==> src/core/scc_pkg.sv <==
// Package for the synthesizer and control configuration registers.
// Assumes a single 20 MHz clock domain; used by every core file.
package scc_pkg;

  // ==========================================================================
  // Word layout
  localparam int unsigned WORD_W      = 24;   // Serial word width
  localparam int unsigned ADDR_W      = 4;    // Address field width
  localparam logic [3:0]  ADDR_SYNTH  = 4'h5; // Synthesizer setup address
  localparam logic [3:0]  ADDR_CTRL   = 4'h6; // Receive/transmit control address

  // ==========================================================================
  // Synthesizer field positions
  localparam int unsigned SY_UHF_IN   = 23;   // UHF PLL input band
  localparam int unsigned SY_RX_SIDE  = 22;   // Rx second LO injection side
  localparam int unsigned SY_RX_DIV   = 21;   // Rx second LO divide
  localparam int unsigned SY_RX_POL   = 20;   // Rx phase detector polarity
  localparam int unsigned SY_RX_CP_HI = 19;   // Rx VHF pump current msb
  localparam int unsigned SY_RX_CP_LO = 18;   // Rx VHF pump current lsb
  localparam int unsigned SY_FRAC_CMP = 17;   // Fractional-N compensation
  localparam int unsigned SY_TX_DLL   = 15;   // Transmit DLL enable
  localparam int unsigned SY_DOUBLER  = 14;   // UHF doubler
  localparam int unsigned SY_TX_SIDE  = 13;   // Tx up-converter injection side
  localparam int unsigned SY_TX_DIV   = 12;   // Tx second LO divide
  localparam int unsigned SY_TX_POL   = 11;   // Tx phase detector polarity
  localparam int unsigned SY_TX_CP_HI = 10;   // Tx VHF pump current msb
  localparam int unsigned SY_TX_CP_LO = 9;    // Tx VHF pump current lsb
  localparam int unsigned SY_DEN_HI   = 8;    // Denominator select msb
  localparam int unsigned SY_DEN_LO   = 7;    // Denominator select lsb
  localparam int unsigned SY_UCP_HI   = 5;    // UHF pump current msb
  localparam int unsigned SY_UCP_LO   = 4;    // UHF pump current lsb

  // ==========================================================================
  // Control field positions
  localparam int unsigned CT_BBG_HI   = 22;   // Baseband gain select msb
  localparam int unsigned CT_BBG_LO   = 21;   // Baseband gain select lsb
  localparam int unsigned CT_REF_HI   = 20;   // Reference select msb
  localparam int unsigned CT_REF_LO   = 19;   // Reference select lsb

  // ==========================================================================
  // Encodings and reset values
  localparam logic [4:0]  DEN_00      = 5'h05; // Denominator 5
  localparam logic [4:0]  DEN_01      = 5'h08; // Denominator 8
  localparam logic [4:0]  DEN_10      = 5'h0D; // Denominator 13
  localparam logic [4:0]  DEN_11      = 5'h14; // Denominator 20
  localparam logic [4:0]  IFG_00      = 5'h0E; // IF gain 14 dB
  localparam logic [4:0]  IFG_01      = 5'h11; // IF gain 17 dB
  localparam logic [4:0]  IFG_10      = 5'h11; // IF gain 17 dB
  localparam logic [4:0]  IFG_11      = 5'h14; // IF gain 20 dB
  localparam logic [2:0]  BBDB_6      = 3'h6;  // Baseband gain 6 dB
  localparam logic [2:0]  BBDB_0      = 3'h0;  // Baseband gain 0 dB
  localparam logic [1:0]  REF_14M4    = 2'h1;  // 14.4 MHz reference code
  localparam logic [1:0]  REF_19M44   = 2'h2;  // 19.44 MHz reference code
  localparam logic [23:0] RST_WORD    = 24'h000000; // Word value after reset

endpackage

==> src/core/scc_regs.sv <==
// Synthesizer setup and receive/transmit control registers.
// Assumes a serial front end hands over whole 24-bit words with a one-cycle
// strobe on clk; the shift and latch protocol lives outside this block.
//
// How it works
// - address five word loads synthesizer register
// - bit 23 picks UHF input, gated
// - bit 17 enables fractional-N compensation
// - bit 14 doubler, only in 1900 mode
// - bits 8:7 choose denominator 5/8/13/20
// - bits 5:4 set UHF pump current
// - bit 22 picks receive injection side
// - bit 21 receive LO divide two/four
// - bit 20 receive phase detector polarity
// - bits 19:18 receive VHF pump current
// - bit 15 enables transmit DLL
// - bit 13 picks transmit injection side
// - bit 12 transmit LO divide two/four
// - bit 11 transmit phase detector polarity
// - bits 10:9 transmit VHF pump current
// - address six word loads control register
// - bits 22:21 set IF/baseband gain, digital
// - bits 20:19 select reference frequency
`timescale 1ns/100ps

module scc_regs
(
  input  wire logic        clk,             // 20 MHz clock
  input  wire logic        rst,             // Async reset, active high
  input  wire logic        word_valid,      // One-cycle strobe, word complete
  input  wire logic [23:0] word_data,       // Latched serial word
  input  wire logic        band_1900,       // 1900 MHz mode from earlier word
  input  wire logic        narrowband_mode, // Narrowband digital mode active
  output logic             uhf_in_1900,     // UHF PLL input from 1900 path
  output logic             frac_comp_en,    // Fractional-N compensation on
  output logic             doubler_en,      // UHF doubler active
  output logic      [4:0]  frac_denom,      // Fractional-N denominator
  output logic      [1:0]  uhf_cp_sel,      // UHF pump current code
  output logic             rx_low_side,     // Rx second LO low-side injection
  output logic             rx_div4,         // Rx second LO VCO/4
  output logic             rx_pd_invert,    // Rx phase detector inverted
  output logic      [1:0]  rx_cp_sel,       // Rx VHF pump current code
  output logic             tx_dll_en,       // Transmit DLL enabled
  output logic             tx_high_side,    // Tx up-converter high side
  output logic             tx_div4,         // Tx second LO VCO/4
  output logic             tx_pd_invert,    // Tx phase detector inverted
  output logic      [1:0]  tx_cp_sel,       // Tx VHF pump current code
  output logic      [4:0]  if_gain_db,      // IF gain in dB
  output logic      [2:0]  bb_gain_db,      // Baseband gain in dB
  output logic      [1:0]  reference_freq_select, // Reference code
  output logic             ref_sel_valid    // Reference code is defined
);

  // ==========================================================================
  // State
  // All block state in one struct, registered once
  typedef struct packed {
    logic [23:0] synth;    // Synthesizer setup word
    logic [23:0] ctrl;     // Control word
    logic        uhf_in;   // Output copies, each a flip-flop
    logic        frac;
    logic        dbl;
    logic [4:0]  den;
    logic [1:0]  ucp;
    logic        rxs;
    logic        rxd;
    logic        rxp;
    logic [1:0]  rxc;
    logic        dll;
    logic        txs;
    logic        txd;
    logic        txp;
    logic [1:0]  txc;
    logic [4:0]  ifg;
    logic [2:0]  bbg;
    logic [1:0]  ref_sel;
    logic        ref_ok;
  } scc_state_type;

  scc_state_type s_q;            // Registered state
  scc_state_type s_d;            // Next state
  logic [23:0]   synth_n;        // Next synthesizer word
  logic [23:0]   ctrl_n;         // Next control word
  logic [4:0]    den_w;          // Decoded denominator
  logic [4:0]    ifg_w;          // Decoded IF gain
  logic [2:0]    bbg_w;          // Decoded baseband gain
  logic [3:0]    addr_w;         // Address field of incoming word

  assign addr_w = word_data[scc_pkg::ADDR_W-1:0];

  // ==========================================================================
  // Word routing
  // A word only lands in the register whose address it carries; others hold
  always_comb
  begin
    synth_n = s_q.synth;
    ctrl_n  = s_q.ctrl;
    if (word_valid && addr_w == scc_pkg::ADDR_SYNTH)
    begin
      synth_n = word_data;
    end
    if (word_valid && addr_w == scc_pkg::ADDR_CTRL)
    begin
      ctrl_n = word_data;
    end
  end

  // Lookups driven from the next words so outputs track in the same cycle
  scc_dec u_dec
  (
    .den_sel (synth_n[scc_pkg::SY_DEN_HI:scc_pkg::SY_DEN_LO]),
    .bbg_sel (ctrl_n[scc_pkg::CT_BBG_HI:scc_pkg::CT_BBG_LO]),
    .den_val (den_w),
    .if_db   (ifg_w),
    .bb_db   (bbg_w)
  );

  // ==========================================================================
  // Field decode
  // Gated fields look at the mode inputs every cycle, so a mode change
  // takes effect without a rewrite of the word
  always_comb
  begin
    s_d         = s_q;
    s_d.synth   = synth_n;
    s_d.ctrl    = ctrl_n;
    // Bits 16 and 6 drive nothing; the host writes zero there
    s_d.dbl     = synth_n[scc_pkg::SY_DOUBLER] & band_1900;
    s_d.uhf_in  = synth_n[scc_pkg::SY_UHF_IN] & band_1900
                  & synth_n[scc_pkg::SY_DOUBLER];
    s_d.frac    = synth_n[scc_pkg::SY_FRAC_CMP];
    s_d.den     = den_w;
    s_d.ucp     = synth_n[scc_pkg::SY_UCP_HI:scc_pkg::SY_UCP_LO];
    s_d.rxs     = synth_n[scc_pkg::SY_RX_SIDE];
    s_d.rxd     = synth_n[scc_pkg::SY_RX_DIV];
    s_d.rxp     = synth_n[scc_pkg::SY_RX_POL];
    s_d.rxc     = synth_n[scc_pkg::SY_RX_CP_HI:scc_pkg::SY_RX_CP_LO];
    // Bit 15 is also listed unused; the DLL enable meaning is kept
    s_d.dll     = synth_n[scc_pkg::SY_TX_DLL];
    s_d.txs     = synth_n[scc_pkg::SY_TX_SIDE];
    s_d.txd     = synth_n[scc_pkg::SY_TX_DIV];
    s_d.txp     = synth_n[scc_pkg::SY_TX_POL];
    s_d.txc     = synth_n[scc_pkg::SY_TX_CP_HI:scc_pkg::SY_TX_CP_LO];
    // Gain applies only in narrowband digital mode; otherwise nominal pair
    if (narrowband_mode)
    begin
      s_d.ifg   = ifg_w;
      s_d.bbg   = bbg_w;
    end
    else
    begin
      s_d.ifg   = scc_pkg::IFG_11;
      s_d.bbg   = scc_pkg::BBDB_0;
    end
    s_d.ref_sel = ctrl_n[scc_pkg::CT_REF_HI:scc_pkg::CT_REF_LO];
    s_d.ref_ok  = (s_d.ref_sel == scc_pkg::REF_14M4)
                  || (s_d.ref_sel == scc_pkg::REF_19M44);
  end

  // ==========================================================================
  // State register
  // Reset loads all-zero words, denominator 5 and the nominal gain pair whatever the mode
  always_ff @(posedge clk or posedge rst)
  begin
    if (rst)
    begin
      s_q         <= '0;
      s_q.synth   <= scc_pkg::RST_WORD;
      s_q.ctrl    <= scc_pkg::RST_WORD;
      s_q.den     <= scc_pkg::DEN_00;
      s_q.ifg     <= scc_pkg::IFG_11;
      s_q.bbg     <= scc_pkg::BBDB_0;
    end
    else
    begin
      s_q <= s_d;
    end
  end

  // ==========================================================================
  // Outputs, each straight from the state flip-flops
  assign uhf_in_1900           = s_q.uhf_in;
  assign frac_comp_en          = s_q.frac;
  assign doubler_en            = s_q.dbl;
  assign frac_denom            = s_q.den;
  assign uhf_cp_sel            = s_q.ucp;
  assign rx_low_side           = s_q.rxs;
  assign rx_div4               = s_q.rxd;
  assign rx_pd_invert          = s_q.rxp;
  assign rx_cp_sel             = s_q.rxc;
  assign tx_dll_en             = s_q.dll;
  assign tx_high_side          = s_q.txs;
  assign tx_div4               = s_q.txd;
  assign tx_pd_invert          = s_q.txp;
  assign tx_cp_sel             = s_q.txc;
  assign if_gain_db            = s_q.ifg;
  assign bb_gain_db            = s_q.bbg;
  assign reference_freq_select = s_q.ref_sel;
  assign ref_sel_valid         = s_q.ref_ok;

  // ==========================================================================
  // Checks
  // Each check except uhf_gate_a, which looks at the same edge as uhf_in_1900, looks one edge after the word or mode level that drives it;
  // reset cancels every attempt in flight, so no check spans a reset
  // Loading and holding of the two words
  synth_load_a: assert property (@(posedge clk) disable iff (rst)
    word_valid && addr_w == scc_pkg::ADDR_SYNTH |=> rx_div4 == $past(word_data[scc_pkg::SY_RX_DIV])
      && tx_cp_sel == $past(word_data[scc_pkg::SY_TX_CP_HI:scc_pkg::SY_TX_CP_LO]))
    else $error("synthesizer word not loaded");

  ctrl_load_a: assert property (@(posedge clk) disable iff (rst)
    word_valid && addr_w == scc_pkg::ADDR_CTRL
      |=> reference_freq_select == $past(word_data[scc_pkg::CT_REF_HI:scc_pkg::CT_REF_LO]))
    else $error("control word not loaded");

  field_hold_a: assert property (@(posedge clk) disable iff (rst)
    !(word_valid && addr_w == scc_pkg::ADDR_SYNTH) |=> $stable(rx_low_side) && $stable(tx_dll_en))
    else $error("synthesizer field changed without write");

  ctrl_hold_a: assert property (@(posedge clk) disable iff (rst)
    !(word_valid && addr_w == scc_pkg::ADDR_CTRL) |=> $stable(reference_freq_select))
    else $error("control field changed without write");

  // Mode gating of the UHF doubler and input band
  uhf_gate_a: assert property (@(posedge clk) disable iff (rst)
    uhf_in_1900 |-> doubler_en && $past(band_1900))
    else $error("UHF input selected without doubler");

  doubler_gate_a: assert property (@(posedge clk) disable iff (rst)
    !band_1900 |=> !doubler_en)
    else $error("doubler active outside 1900 mode");

  doubler_on_a: assert property (@(posedge clk) disable iff (rst)
    band_1900 && word_valid && addr_w == scc_pkg::ADDR_SYNTH && word_data[scc_pkg::SY_DOUBLER]
      |=> doubler_en)
    else $error("doubler not enabled in 1900 mode");

  // UHF synthesizer fields
  frac_bit_a: assert property (@(posedge clk) disable iff (rst)
    word_valid && addr_w == scc_pkg::ADDR_SYNTH |=> frac_comp_en == $past(word_data[scc_pkg::SY_FRAC_CMP]))
    else $error("fractional compensation bit not followed");

  denom_map_a: assert property (@(posedge clk) disable iff (rst)
    word_valid && addr_w == scc_pkg::ADDR_SYNTH && word_data[scc_pkg::SY_DEN_HI:scc_pkg::SY_DEN_LO] == 2'h2
      |=> frac_denom == scc_pkg::DEN_10)
    else $error("denominator code 10 not 13");

  denom_top_a: assert property (@(posedge clk) disable iff (rst)
    word_valid && addr_w == scc_pkg::ADDR_SYNTH && word_data[scc_pkg::SY_DEN_HI:scc_pkg::SY_DEN_LO] == 2'h3
      |=> frac_denom == scc_pkg::DEN_11)
    else $error("denominator code 11 not 20");

  uhf_pump_a: assert property (@(posedge clk) disable iff (rst)
    word_valid && addr_w == scc_pkg::ADDR_SYNTH
      |=> uhf_cp_sel == $past(word_data[scc_pkg::SY_UCP_HI:scc_pkg::SY_UCP_LO]))
    else $error("UHF pump current code not followed");

  // Receive LO fields
  rx_side_a: assert property (@(posedge clk) disable iff (rst)
    word_valid && addr_w == scc_pkg::ADDR_SYNTH
      |=> rx_low_side == $past(word_data[scc_pkg::SY_RX_SIDE]))
    else $error("receive injection side not followed");

  rx_polarity_a: assert property (@(posedge clk) disable iff (rst)
    word_valid && addr_w == scc_pkg::ADDR_SYNTH
      |=> rx_pd_invert == $past(word_data[scc_pkg::SY_RX_POL]))
    else $error("receive detector polarity not followed");

  rx_pump_a: assert property (@(posedge clk) disable iff (rst)
    word_valid && addr_w == scc_pkg::ADDR_SYNTH
      |=> rx_cp_sel == $past(word_data[scc_pkg::SY_RX_CP_HI:scc_pkg::SY_RX_CP_LO]))
    else $error("receive pump current code not followed");

  // Transmit LO fields
  tx_dll_a: assert property (@(posedge clk) disable iff (rst)
    word_valid && addr_w == scc_pkg::ADDR_SYNTH
      |=> tx_dll_en == $past(word_data[scc_pkg::SY_TX_DLL]))
    else $error("transmit DLL enable not followed");

  tx_side_a: assert property (@(posedge clk) disable iff (rst)
    word_valid && addr_w == scc_pkg::ADDR_SYNTH
      |=> tx_high_side == $past(word_data[scc_pkg::SY_TX_SIDE]))
    else $error("transmit injection side not followed");

  tx_divide_a: assert property (@(posedge clk) disable iff (rst)
    word_valid && addr_w == scc_pkg::ADDR_SYNTH
      |=> tx_div4 == $past(word_data[scc_pkg::SY_TX_DIV]))
    else $error("transmit LO divide not followed");

  tx_polarity_a: assert property (@(posedge clk) disable iff (rst)
    word_valid && addr_w == scc_pkg::ADDR_SYNTH
      |=> tx_pd_invert == $past(word_data[scc_pkg::SY_TX_POL]))
    else $error("transmit detector polarity not followed");

  // Gain pair and reference code
  gain_map_a: assert property (@(posedge clk) disable iff (rst)
    narrowband_mode && word_valid && addr_w == scc_pkg::ADDR_CTRL && word_data[scc_pkg::CT_BBG_HI:scc_pkg::CT_BBG_LO] == 2'h0
      |=> if_gain_db == scc_pkg::IFG_00 && bb_gain_db == scc_pkg::BBDB_6)
    else $error("gain pair wrong for code 00");

  gain_nominal_a: assert property (@(posedge clk) disable iff (rst)
    !narrowband_mode |=> if_gain_db == scc_pkg::IFG_11 && bb_gain_db == scc_pkg::BBDB_0)
    else $error("gain pair not nominal outside narrowband mode");

  ref_valid_a: assert property (@(posedge clk) disable iff (rst)
    word_valid && addr_w == scc_pkg::ADDR_CTRL
      |=> ref_sel_valid == ($past(word_data[scc_pkg::CT_REF_HI:scc_pkg::CT_REF_LO]) == scc_pkg::REF_14M4
      || $past(word_data[scc_pkg::CT_REF_HI:scc_pkg::CT_REF_LO]) == scc_pkg::REF_19M44))
    else $error("reference code validity wrong");

endmodule

==> src/core/scc_dec.sv <==
// Decoder for the two-bit lookups of the configuration words.
// Assumes purely combinational use by scc_regs on the same clock.
`timescale 1ns/100ps

module scc_dec
(
  input  wire logic [1:0] den_sel,   // Fractional-N denominator code
  input  wire logic [1:0] bbg_sel,   // Baseband gain select code
  output logic      [4:0] den_val,   // Denominator value
  output logic      [4:0] if_db,     // IF gain in dB
  output logic      [2:0] bb_db      // Baseband gain in dB
);

  // ==========================================================================
  // Lookup tables
  // Denominator table
  always_comb
  begin
    unique case (den_sel)
      2'h0: den_val = scc_pkg::DEN_00;
      2'h1: den_val = scc_pkg::DEN_01;
      2'h2: den_val = scc_pkg::DEN_10;
      2'h3: den_val = scc_pkg::DEN_11;
    endcase
  end

  // IF and baseband gain pair move together
  always_comb
  begin
    unique case (bbg_sel)
      2'h0:
      begin
        if_db = scc_pkg::IFG_00;
        bb_db = scc_pkg::BBDB_6;
      end
      2'h1:
      begin
        if_db = scc_pkg::IFG_01;
        bb_db = scc_pkg::BBDB_6;
      end
      2'h2:
      begin
        if_db = scc_pkg::IFG_10;
        bb_db = scc_pkg::BBDB_0;
      end
      2'h3:
      begin
        if_db = scc_pkg::IFG_11;
        bb_db = scc_pkg::BBDB_0;
      end
    endcase
  end

endmodule

==> config.mk <==
export PLATFORM = sky130hd
export DESIGN_NAME = scc_regs
export DESIGN_NICKNAME = d
export VERILOG_FILES = /design/src/core/scc_pkg.sv /design/src/core/scc_regs.sv /design/src/core/scc_dec.sv
export SDC_FILE = /design/constraint.sdc
export NUM_CORES = 1
export LEC_CHECK = 0
export ABC_AREA = 1
export BUFFER_PORTS_ARGS = -buffer_cell sky130_fd_sc_hd__buf_2
export CORE_MARGIN = 10
export CORE_UTILIZATION = 51
export CTS_CLUSTER_SIZE = 14
export DETAILED_ROUTE_END_ITERATION = 7
export PLACE_DENSITY = 0.84
export SLEW_MARGIN = 20
export SYNTH_ARGS = -nofsm -noshare
export SYNTH_HDL_FRONTEND = slang
export SYNTH_SLANG_ARGS = --single-unit
==> constraint.sdc <==
create_clock -name clk -period 2.45 [get_ports clk]
set_input_delay 0.1225 -clock clk [delete_from_list [all_inputs] [get_ports clk]]
set_output_delay 0.1225 -clock clk [all_outputs]
set_load 0.03 [all_outputs]
==> results of run 1 <==
per-layer routing:
layer	part of all wire, %	wire length, um	GRT usage [%]
met5	0	0	0
met1	36	1170	11.7
met3	8.9	292	5.78
met4	1.6	53	4.41
met2	54	1750	23.2
worst max-delay path by stage:
stage | startpoint | to | slack [ns] | cells past startpoint
after floorplan | word_data[3] | frac_denom[3] | 1.31 | 9
after global placement | word_data[3] | frac_denom[3] | 0.82 | 9
after detailed placement | word_data[1] | frac_denom[3] | 0.80 | 9
after CTS | word_data[1] | frac_denom[3] | 1.16 | 9
after global routing | word_data[3] | frac_denom[3] | 1.02 | 9
final | word_data[1] | frac_denom[3] | 1.15 | 9
through the flow:
step | setup slack [ns] | area, sq um | hold WS (ns) | power, mW | util, %
floorplan | 1.31 | 1530 | 0.195 | 1.17 | -
global placement | 0.820 | 1680 | 0.317 | 1.23 | 59.9
detailed placement | 0.799 | 1680 | 0.325 | 1.25 | 59.9
CTS | 1.16 | 1830 | 0.00168 | 1.54 | 65.4
global route | 1.02 | 1830 | 0.00167 | 1.61 | 65.4
finish | 1.15 | 1830 | 0.0126 | 1.51 | 65.4
power groups by stage:
| stage | sequential [mW] | clock [mW] | combinational (mW) |
|---|---|---|---|
| 3_3_place_gp | 0.729 | 0 | 0.504 |
| 3_5_place_dp | 0.733 | 0 | 0.515 |
| 5_1_grt | 0.738 | 0.304 | 0.570 |
| 6_report | 0.721 | 0.271 | 0.521 |
| 2_1_floorplan | 0.807 | 0 | 0.364 |
| 4_1_cts | 0.722 | 0.284 | 0.530 |
cells in the mapped netlist (3+ instances only):
library cell,instances
o21ai_0,3
o21ai_1,4
dfstp_2,4
nor2_1,5
or2_2,3
nand2_1,50
o21ai_2,3
nand2_2,3
buf_4,21
dfrtp_1,30
inv_1,25
nand3_1,5
worst max-delay path, cell delays in order:
cell	delay, ns
buf_2	0.11
inv_1	0.05
nand3_1	0.11
nor2_4	0.32
inv_2	0.27
nand2_1	0.14
o21ai_2	0.08
ha_1	0.29
inv_1	0.03
cell type report:
cell class	count	area, sq um	area share (%)
Inverter	26	97.6	5.32
Tap cell	31	38.8	2.11
Multi-Input combinational cell	84	399	21.8
Timing Repair Buffer	68	398	21.7
Sequential cell	34	856	46.7
Clock buffer	7	45.0	2.46
state kept, by name (all words and copies together) (netlist names):
signal,count
bb_gain_db,1
doubler_en,1
frac_denom,4
if_gain_db,4
ref_sel_valid,1
reference_freq_select,1
rx_cp_sel,1
s_q,18
tx_cp_sel,1
uhf_cp_sel,1
uhf_in_1900,1
cell usage in the layout (no fill, tap or decap), types with 3 or more instances in the layout:
master and instances:
buf_2 56, clkbuf_4 5, dfrtp_1 30, dfstp_2 4
dlygate4sd3_1 11, inv_1 25, nand2_1 50, nand2_2 3
nand3_1 5, nor2_1 5, o21ai_0 3, o21ai_1 4
o21ai_2 3, or2_2 3
cell families (layout without fill, tap and decap cells):
family | after synthesis | after routing | synth area share, %
fa+ha+maj | 2 | 2 | 1.64
flops | 34 | 34 | 56.0
buf+inv | 50 | 101 | 18.1
other cells | 1 | 2 | 0.245
simple gates | 69 | 69 | 19.5
compound gates | 11 | 11 | 4.50
==> run summary, run 1 <==
synth unique cells: 20
Setup violations, final: 0
Cell Rows: 19
Worst Setup End Kind: register
Hold-fix buffers, CTS: 11
via count: 1,124
PD cells: 825 nW/um^2
CP Data Required Time: 2.68 ns
GR Util All Layers: 12.5%
final setup TNS: 0 ns
Finished Layout Cells: 250
YS warnings: 0
H-tree Lvls: 2
most common flop cell mapped by yosys: dfrtp_1
first-pass GRT wire length: 5320 um
Core ar.: 2810 sq um
crit path DAT: 1.52 ns
# clock sinks: 34
layout cells sized above 1: 36.1%
Clock Path Buffers: 2
P_sw: 0.567 mW
internal power: 0.946 mW
postcts setup bufs: 0
hold endpoint: s_q[69]
Gates resized, CTS repair: 0
dpl cells: 232
post-synthesis cell area: 1530 sq um
sequential cell area fraction in the yosys report: 56.0%
full die area: 5580 sq um
DPL Wire Length: 2450 um
# fillers: 246
Initial Utilization: 54.5%
Gate Count Post-Synth: 167
Leakage: 1.06 nW
Max VDD drop: 0.459 mV
Avg Inst Size Synth: 9.15 sq um
DRT antenna net count: 0
unrepaired setup endpoints after global routing: no
final count of pins violating max slew: 0
# DRC: 0
critical path fanouts, max: 22
Tcrit/Tclk final: 52.9%
Final nets: 250
IO Count: 61
initial drt markers: 78
Worst setup SP type: input port
Clock power frac: 17.9%
top cell type's share of synthesized area: 49.1%
Die Span Y: 74.7 um
initial antenna violation count: 0
IO buf count: 56
Worst R2R Path Depth: 4
number of synthesized flops with an enable pin: 0
clock skew: 0.000520 ns
Crit Path Class: in2reg
max frequency: 0.771 GHz
CTS tree: yes
min-delay src: word_data[13]
Detailed Route WL: 3270 um
largest net degree at the start of global routing: 25
Placer Congestion: 0.853
Slew headroom: 44.4%
Async SR Flop Fraction: 100%
Area growth syn-to-layout: 20.1%
wire per inst: 13.1 um
GRT overflow: 0
Initial DRT Pass Iterations: 4
worst skew pair latency: 0.32 ns
r2r setup slk: 1.35 ns
Slew @ Worst Pin: 0.833 ns
flops & latches, synth: 34
hold-critical path depth: 3
Vias/cell: 4.50
Ant. Diodes: 0
die extent in x: 74.7 um
Sw Share: 37.5%
clock slew at reported path FFs: 0.09 ns
status: finished clean
Area contributors post-synth: dfrtp_1 49%, nand2_1 12%, buf_4 10%
power share of the combinational group: 34.4%
Seq pwr share: 47.7%
reg-to-reg endpoint: frac_denom[4]
HP Class: in2reg
Crit Reg-Reg Startpoint: s_q[64]
Final Hold Fails: 0
total CTS buffers: 5
vias in the first global route: 1,165
Synth area leader: dfrtp_1
root buffer cell: clkbuf_4
post-route minimum period: 1.30 ns
Max-Cap Viols: 0
No activity file was read; power rests on OpenSTA's default activity.
==> run 2, diff against run 1 <==
- ABC_AREA: 1 -> 0
- CORE_UTILIZATION: 51 -> 43
- PLACE_DENSITY: 0.84 -> 0.75
- clock period: 2.45 -> 1.13 ns (I/O delays scaled with it)
==> run 2 against run 1 <==
  * Synthesized area up 2.3%
  * Critical endpoint unchanged
  * Largest power group unchanged
  * Sequential power rose by 130%
  * Critical path type unchanged
  * Die area is 15% higher
  * Wire length is 7.6% higher
==> run summary, run 2 <==
Tcrit/Tclk final: 96.0%
first-pass GRT wire length: 5600 um
Area growth syn-to-layout: 32.1%
# fillers: 292
IO Count: 61
top cells by count, synth: 30 x dfrtp_1, 21 x buf_4, 17 x mux2_2
most common cell in the netlist: dfrtp_1
Max VDD drop: 1.00 mV
Detailed Route WL: 3520 um
post-route minimum period: 1.08 ns
min-delay src: word_data[21]
Multi-input gate area: 532 sq um
# DRC: 0
Worst Setup End Kind: register
critical path fanouts, max: 5
wire per inst: 15.3 um
Die Span Y: 80.3 um
max frequency: 0.922 GHz
Vias/cell: 4.47
Area contributors post-synth: dfrtp_1 48%, mux2_2 12%, buf_4 10%
crit path launch: word_data[3]
# clock sinks: 34
clock skew: 0.00710 ns
total CTS buffers: 5
Crit Path Class: in2reg
Max-Cap Viols: 0
Async SR Flop Fraction: 100%
Placer Congestion: 0.732
GR Util All Layers: 11.3%
pre-CTS WS: -0.317 ns
YS warnings: 0
Final nets: 214
initial antenna violation count: 0
clock slew at reported path FFs: 0.11 ns
PnR worst setup slack: 0.0453 ns
unrepaired setup endpoints after global routing: no
Crit Reg-Reg Startpoint: s_q[63]
H-tree Lvls: 2
die extent in x: 80.3 um
Core ar.: 3420 sq um
HP Class: in2reg
hold slack final: 0.0278 ns
IO buf count: 56
sequential cell area fraction in the yosys report: 54.8%
root buffer cell: clkbuf_4
Final Util: 60.4%
Initial Utilization: 45.8%
CP Data Required Time: 1.37 ns
Leakage: 1.02 nW
crit path DAT: 1.32 ns
Ant. Diodes: 0
register area: 856 sq um
Setup violations, final: 0
top cell type's share of synthesized area: 48.0%
PD cells: 1770 nW/um^2
Initial DRT Pass Iterations: 3
Gate Count Post-Synth: 115
initial drt markers: 37
number of synthesized flops with an enable pin: 0
layout cells sized above 1: 53.3%
CTS tree: yes
Clock Path Buffers: 2
post-synthesis cell area: 1560 sq um
vias in the first global route: 1,176
status: finished clean
flops & latches, synth: 34
largest net degree at the start of global routing: 35
synth unique cells: 22
worst skew pair latency: 0.32 ns
via count: 1,027
Placed Area: 1790 sq um
commonest non-fill, non-tap cells in the layout: 52 x buf_2, 30 x dfrtp_1, 19 x dlygate4sd3_1
Cell Rows: 21
Avg Inst Size Synth: 13.6 sq um
commonest non-fill, non-tap cell in the layout: buf_2
max FFs per register: 18
DRT antenna net count: 0
Top reg by flops: s_q
most common flop cell mapped by yosys: dfrtp_1
final count of pins violating max slew: 0
fin area: 2060 sq um
Worst setup SP type: input port
GRT overflow: 0
Synth area leader: dfrtp_1
Final Hold Fails: 0
full die area: 6450 sq um
DPL Wire Length: 2630 um
run 2: changes by cell type in the layout (fill, tap and decap cells not counted), moves of 4 or more:
cell           before  now
dlygate4sd3_1      11   19
buf_2              56   52
mux2_1              0    6
nand2_1            50    6
mux2i_1             0    7
inv_1              25    3
o21ai_1             4    0
mux2_2              0   16
buf_4               1   11
run 2: area by class of cell:
| type | count | share of cell area, % |
|---|---|---|
| clock buffers | 6 | 2.48 |
| clock inverters | 2 | 0.606 |
| inverters | 4 | 0.727 |
| multi-input cells | 55 | 25.8 |
| flip-flops and latches | 34 | 41.5 |
| well taps | 46 | 2.79 |
| repair buffers | 83 | 26.2 |
run 2: stage by stage:
| step | setup TNS, ns | std cells | power [mW] |
|---|---|---|---|
| after global routing | 0 | 230 | 3.87 |
| final | 0 | 230 | 3.65 |
| after global placement | -4.67 | 202 | 2.88 |
| after floorplan | -0.918 | 116 | 2.71 |
| after detailed placement | -5.75 | 202 | 2.93 |
| after CTS | 0 | 228 | 3.69 |
run 2: final timing paths:
path	slack (ns)	cells past startpoint	to
min reg2reg	0.42	1	frac_denom[0]
max in group asynchronous	0.41	4	frac_denom[2]
min in group asynchronous	0.39	4	s_q[71]
min	0.03	2	s_q[53]
max reg2reg	0.05	3	frac_denom[3]
max	0.05	6	frac_denom[3]
run 2: power breakdown:
part	switching [mW]	internal (mW)	total [mW]
Sequential	0.127	1.51	1.64
Combinational	0.827	0.490	1.32
Clock	0.397	0.299	0.696
Total	1.35	2.30	3.65
run 2: cells by family (layout without fill, tap and decap cells):
kind of cell               count (synthesis)  count (layout)  share of synthesized area (%)
muxes                                     30              30                           21.1
adders and majority gates                  2               2                           1.60
DFF                                       34              34                           54.8
AOI/OAI and AO/OA                          3               3                           1.44
other                                      1               2                          0.240
and+or+nand+nor                           14              14                           6.17
buffers and inverters                     27              95                           12.5
xor gates and xnor gates                   4               4                           2.24
run 2: timing repair:
item                       CTS  global route
buffers inserted             0             1
hold buffers                18             1
setup endpoints to repair    1             4
pin swaps                    0             1
hold endpoints to repair    48             2
gates resized for setup      1             5
run 2: worst max-delay path, stage by stage:
cell	delay [ns]
buf_2	0.09
nand3b_4	0.16
nor3b_4	0.35
mux2_4	0.37
ha_4	0.26
inv_1	0.03
run 2: routing by layer:
layer	up-vias	wire, um	global-route usage (%)
li1	500	-	-
met4	0	40	4.40
met1	492	1240	10.4
met2	31	1940	20.2
met5	-	0	0
met3	4	296	6.12
==> run 3, diff against run 2 <==
- CORE_UTILIZATION: 43 -> 45
- PLACE_DENSITY: 0.75 -> 0.76
- SYNTH_HIERARCHICAL: default -> 1
==> run 3 against run 2 <==
  * The run now ends with setup timing left
  * Setup slack got worse by 0.10 ns
  * Via count increased by 1.9%
  * Sequential share of layout area decreased by 1.9 points
  * Flip-flop and latch count increased by 4
  * Non-clock buffer count decreased by 2
  * Synthesized cell count increased by 9.6%
  * Power increased by 26%
  * Cell count increased by 3.0%
  * Core utilization increased by 3.6 points
  * Clock skew decreased by 0.0044 ns
  * Critical path type is now reg2reg
  * Register-to-register slack got worse by 0.10 ns
  * Die area increased by 7.4%
==> run summary, run 3 <==
Worst Setup End Kind: register
Top reg by flops: s_q
Crit Path Class: reg2reg
Area growth syn-to-layout: 34.3%
Ant. Diodes: 0
commonest non-fill, non-tap cells in the layout: 57 x buf_2, 34 x dfrtp_1, 20 x mux2_4
Clock Path Buffers: 2
total CTS buffers: 5
crit path DAT: 1.37 ns
Gate Count Post-Synth: 126
commonest non-fill, non-tap cell in the layout: buf_2
Final Hold Fails: 0
max frequency: 0.841 GHz
layout cells sized above 1: 65.6%
Core ar.: 3770 sq um
GR Util All Layers: 10.9%
Final Util: 64.0%
flops & latches, synth: 38
number of synthesized flops with an enable pin: 0
slowest cell on the critical path: dfrtp_1
final count of pins violating max slew: 0
register area: 956 sq um
Multi-input gate area: 706 sq um
GRT overflow: 0
Setup violations, final: 7
top cells by count, synth: 34 x dfrtp_1, 25 x buf_4, 18 x mux2_4
crit path cell chain: mux2_4 -> inv_4 -> ha_4 -> and2_4
CP Data Required Time: 1.31 ns
Synth area leader: dfrtp_1
PnR worst setup slack: -0.0584 ns
slowest stage delay, CP: 0.37 ns
wire per inst: 15.2 um
initial drt markers: 31
Final nets: 225
critical path's top delay family: flip-flops
# DRC: 0
# clock sinks: 38
via count: 1,046
sequential cell area fraction in the yosys report: 53.2%
Bufs and invs on worst path: 1
vias in the first global route: 1,176
Leakage: 1.21 nW
largest net degree at the start of global routing: 39
first-pass GRT wire length: 6050 um
DPL Wire Length: 2700 um
Async SR Flop Fraction: 100%
worst skew pair latency: 0.28 ns
post-route minimum period: 1.19 ns
# fillers: 292
synth unique cells: 19
most common cell in the netlist: dfrtp_1
Cell Rows: 22
Placer Congestion: 0.711
post-synthesis cell area: 1800 sq um
H-tree Lvls: 2
total chip power: 4.59 mW
HP Class: in2reg
clock skew: 0.00273 ns
unrepaired setup endpoints after global routing: yes
Max VDD drop: 1.25 mV
most common flop cell mapped by yosys: dfrtp_1
clock slew at reported path FFs: 0.07 ns
Detailed Route WL: 3610 um
PD cells: 1900 nW/um^2
YS warnings: 6
max FFs per register: 18
final setup TNS: -0.232 ns
Worst setup SP type: register
Max-Cap Viols: 0
Initial Utilization: 47.7%
IO Count: 61
Die Span Y: 83.2 um
DRT antenna net count: 0
hold slack final: 0.0107 ns
Vias/cell: 4.41
Avg Inst Size Synth: 14.3 sq um
initial antenna violation count: 0
Initial DRT Pass Iterations: 3
die extent in x: 83.2 um
full die area: 6920 sq um
root buffer cell: clkbuf_8
Tcrit/Tclk final: 105%
pre-CTS WS: -0.429 ns
Area contributors post-synth: dfrtp_1 47%, mux2_4 15%, buf_4 10%
violated checks: setup timing
status: finished with violations
top cell type's share of synthesized area: 47.3%
critical path fanouts, max: 4
IO buf count: 58
CTS tree: yes
run 3: changes by cell type after synthesis, moves of 4 or more:
cell,previous run,this run
mux2_4,0,18
mux2_1,6,0
inv_1,4,8
mux2_2,17,4
buf_4,21,25
nand2_1,6,2
dfrtp_1,30,34
ha_1,2,8
mux2i_1,7,3
and2_1,0,6
run 3: cell type report:
class | instances | area share (%)
clock buffers | 8 | 4.56
repair buffers | 81 | 22.5
inverters | 8 | 1.66
flip-flops and latches | 38 | 39.6
multi-input cells | 54 | 29.2
well taps | 48 | 2.49
run 3: path summary, 6_finish.rpt:
path	startpoint	endpoint	slack, ns	cells past startpoint
hold / removal	word_data[9]	tx_cp_sel[0]	0.01	2
min in group asynchronous	rst	s_q[67]	0.37	4
setup reg to reg	s_q[54]	if_gain_db[0]	-0.06	4
max in group asynchronous	rst	if_gain_db[2]	0.51	4
hold reg to reg	s_q[61]	s_q[61]	0.51	1
setup / recovery	s_q[54]	if_gain_db[0]	-0.06	4
run 3: worst register-to-register path, stage by stage, from the launching register on:
cell and delay [ns]:
dfrtp_1 0.37, mux2_4 0.32, inv_4 0.08, ha_4 0.20
and2_4 0.12
run 3: per-layer routing:
metal	vias to the layer above	share of wire, %	track usage (%)
li1	501	-	-
met1	506	37	11.1
met2	32	55	18.9
met3	7	6.7	4.49
met4	0	1.9	5.08
met5	-	0	0
run 3: cells by family (layout without fill, tap and decap cells):
logic type | after synthesis | after routing | synth area share [%]
mux | 25 | 25 | 19.2
buf+inv | 35 | 97 | 13.4
simple gates | 17 | 17 | 7.52
fa+ha+maj | 8 | 8 | 5.57
flops | 38 | 38 | 53.2
xor+xnor | 2 | 2 | 0.974
other cells | 1 | 2 | 0.209
run 3: power breakdown:
| part | switching, mW | total, mW | internal (mW) |
|---|---|---|---|
| Combinational | 0.982 | 1.71 | 0.732 |
| Clock | 0.444 | 1.06 | 0.615 |
| Sequential | 0.130 | 1.82 | 1.69 |
| Total | 1.56 | 4.59 | 3.03 |
run 3: stage by stage:
| step | area, sq um | cells |
|---|---|---|
| 2_1_floorplan | 1850 | 127 |
| 3_3_place_gp | 2090 | 216 |
| 3_5_place_dp | 2090 | 216 |
| 4_1_cts | 2370 | 236 |
| 5_1_grt | 2410 | 237 |
| 6_report | 2410 | 237 |
run 3: repair_timing:
item | in CTS | in global routing
hold buffers | 10 | 0
gates resized for setup | 9 | 10
endpoints found under the setup margin | 9 | 23
hold endpoints to repair | 43 | 0
pin swaps | 3 | 1
setup buffers | 2 | 1
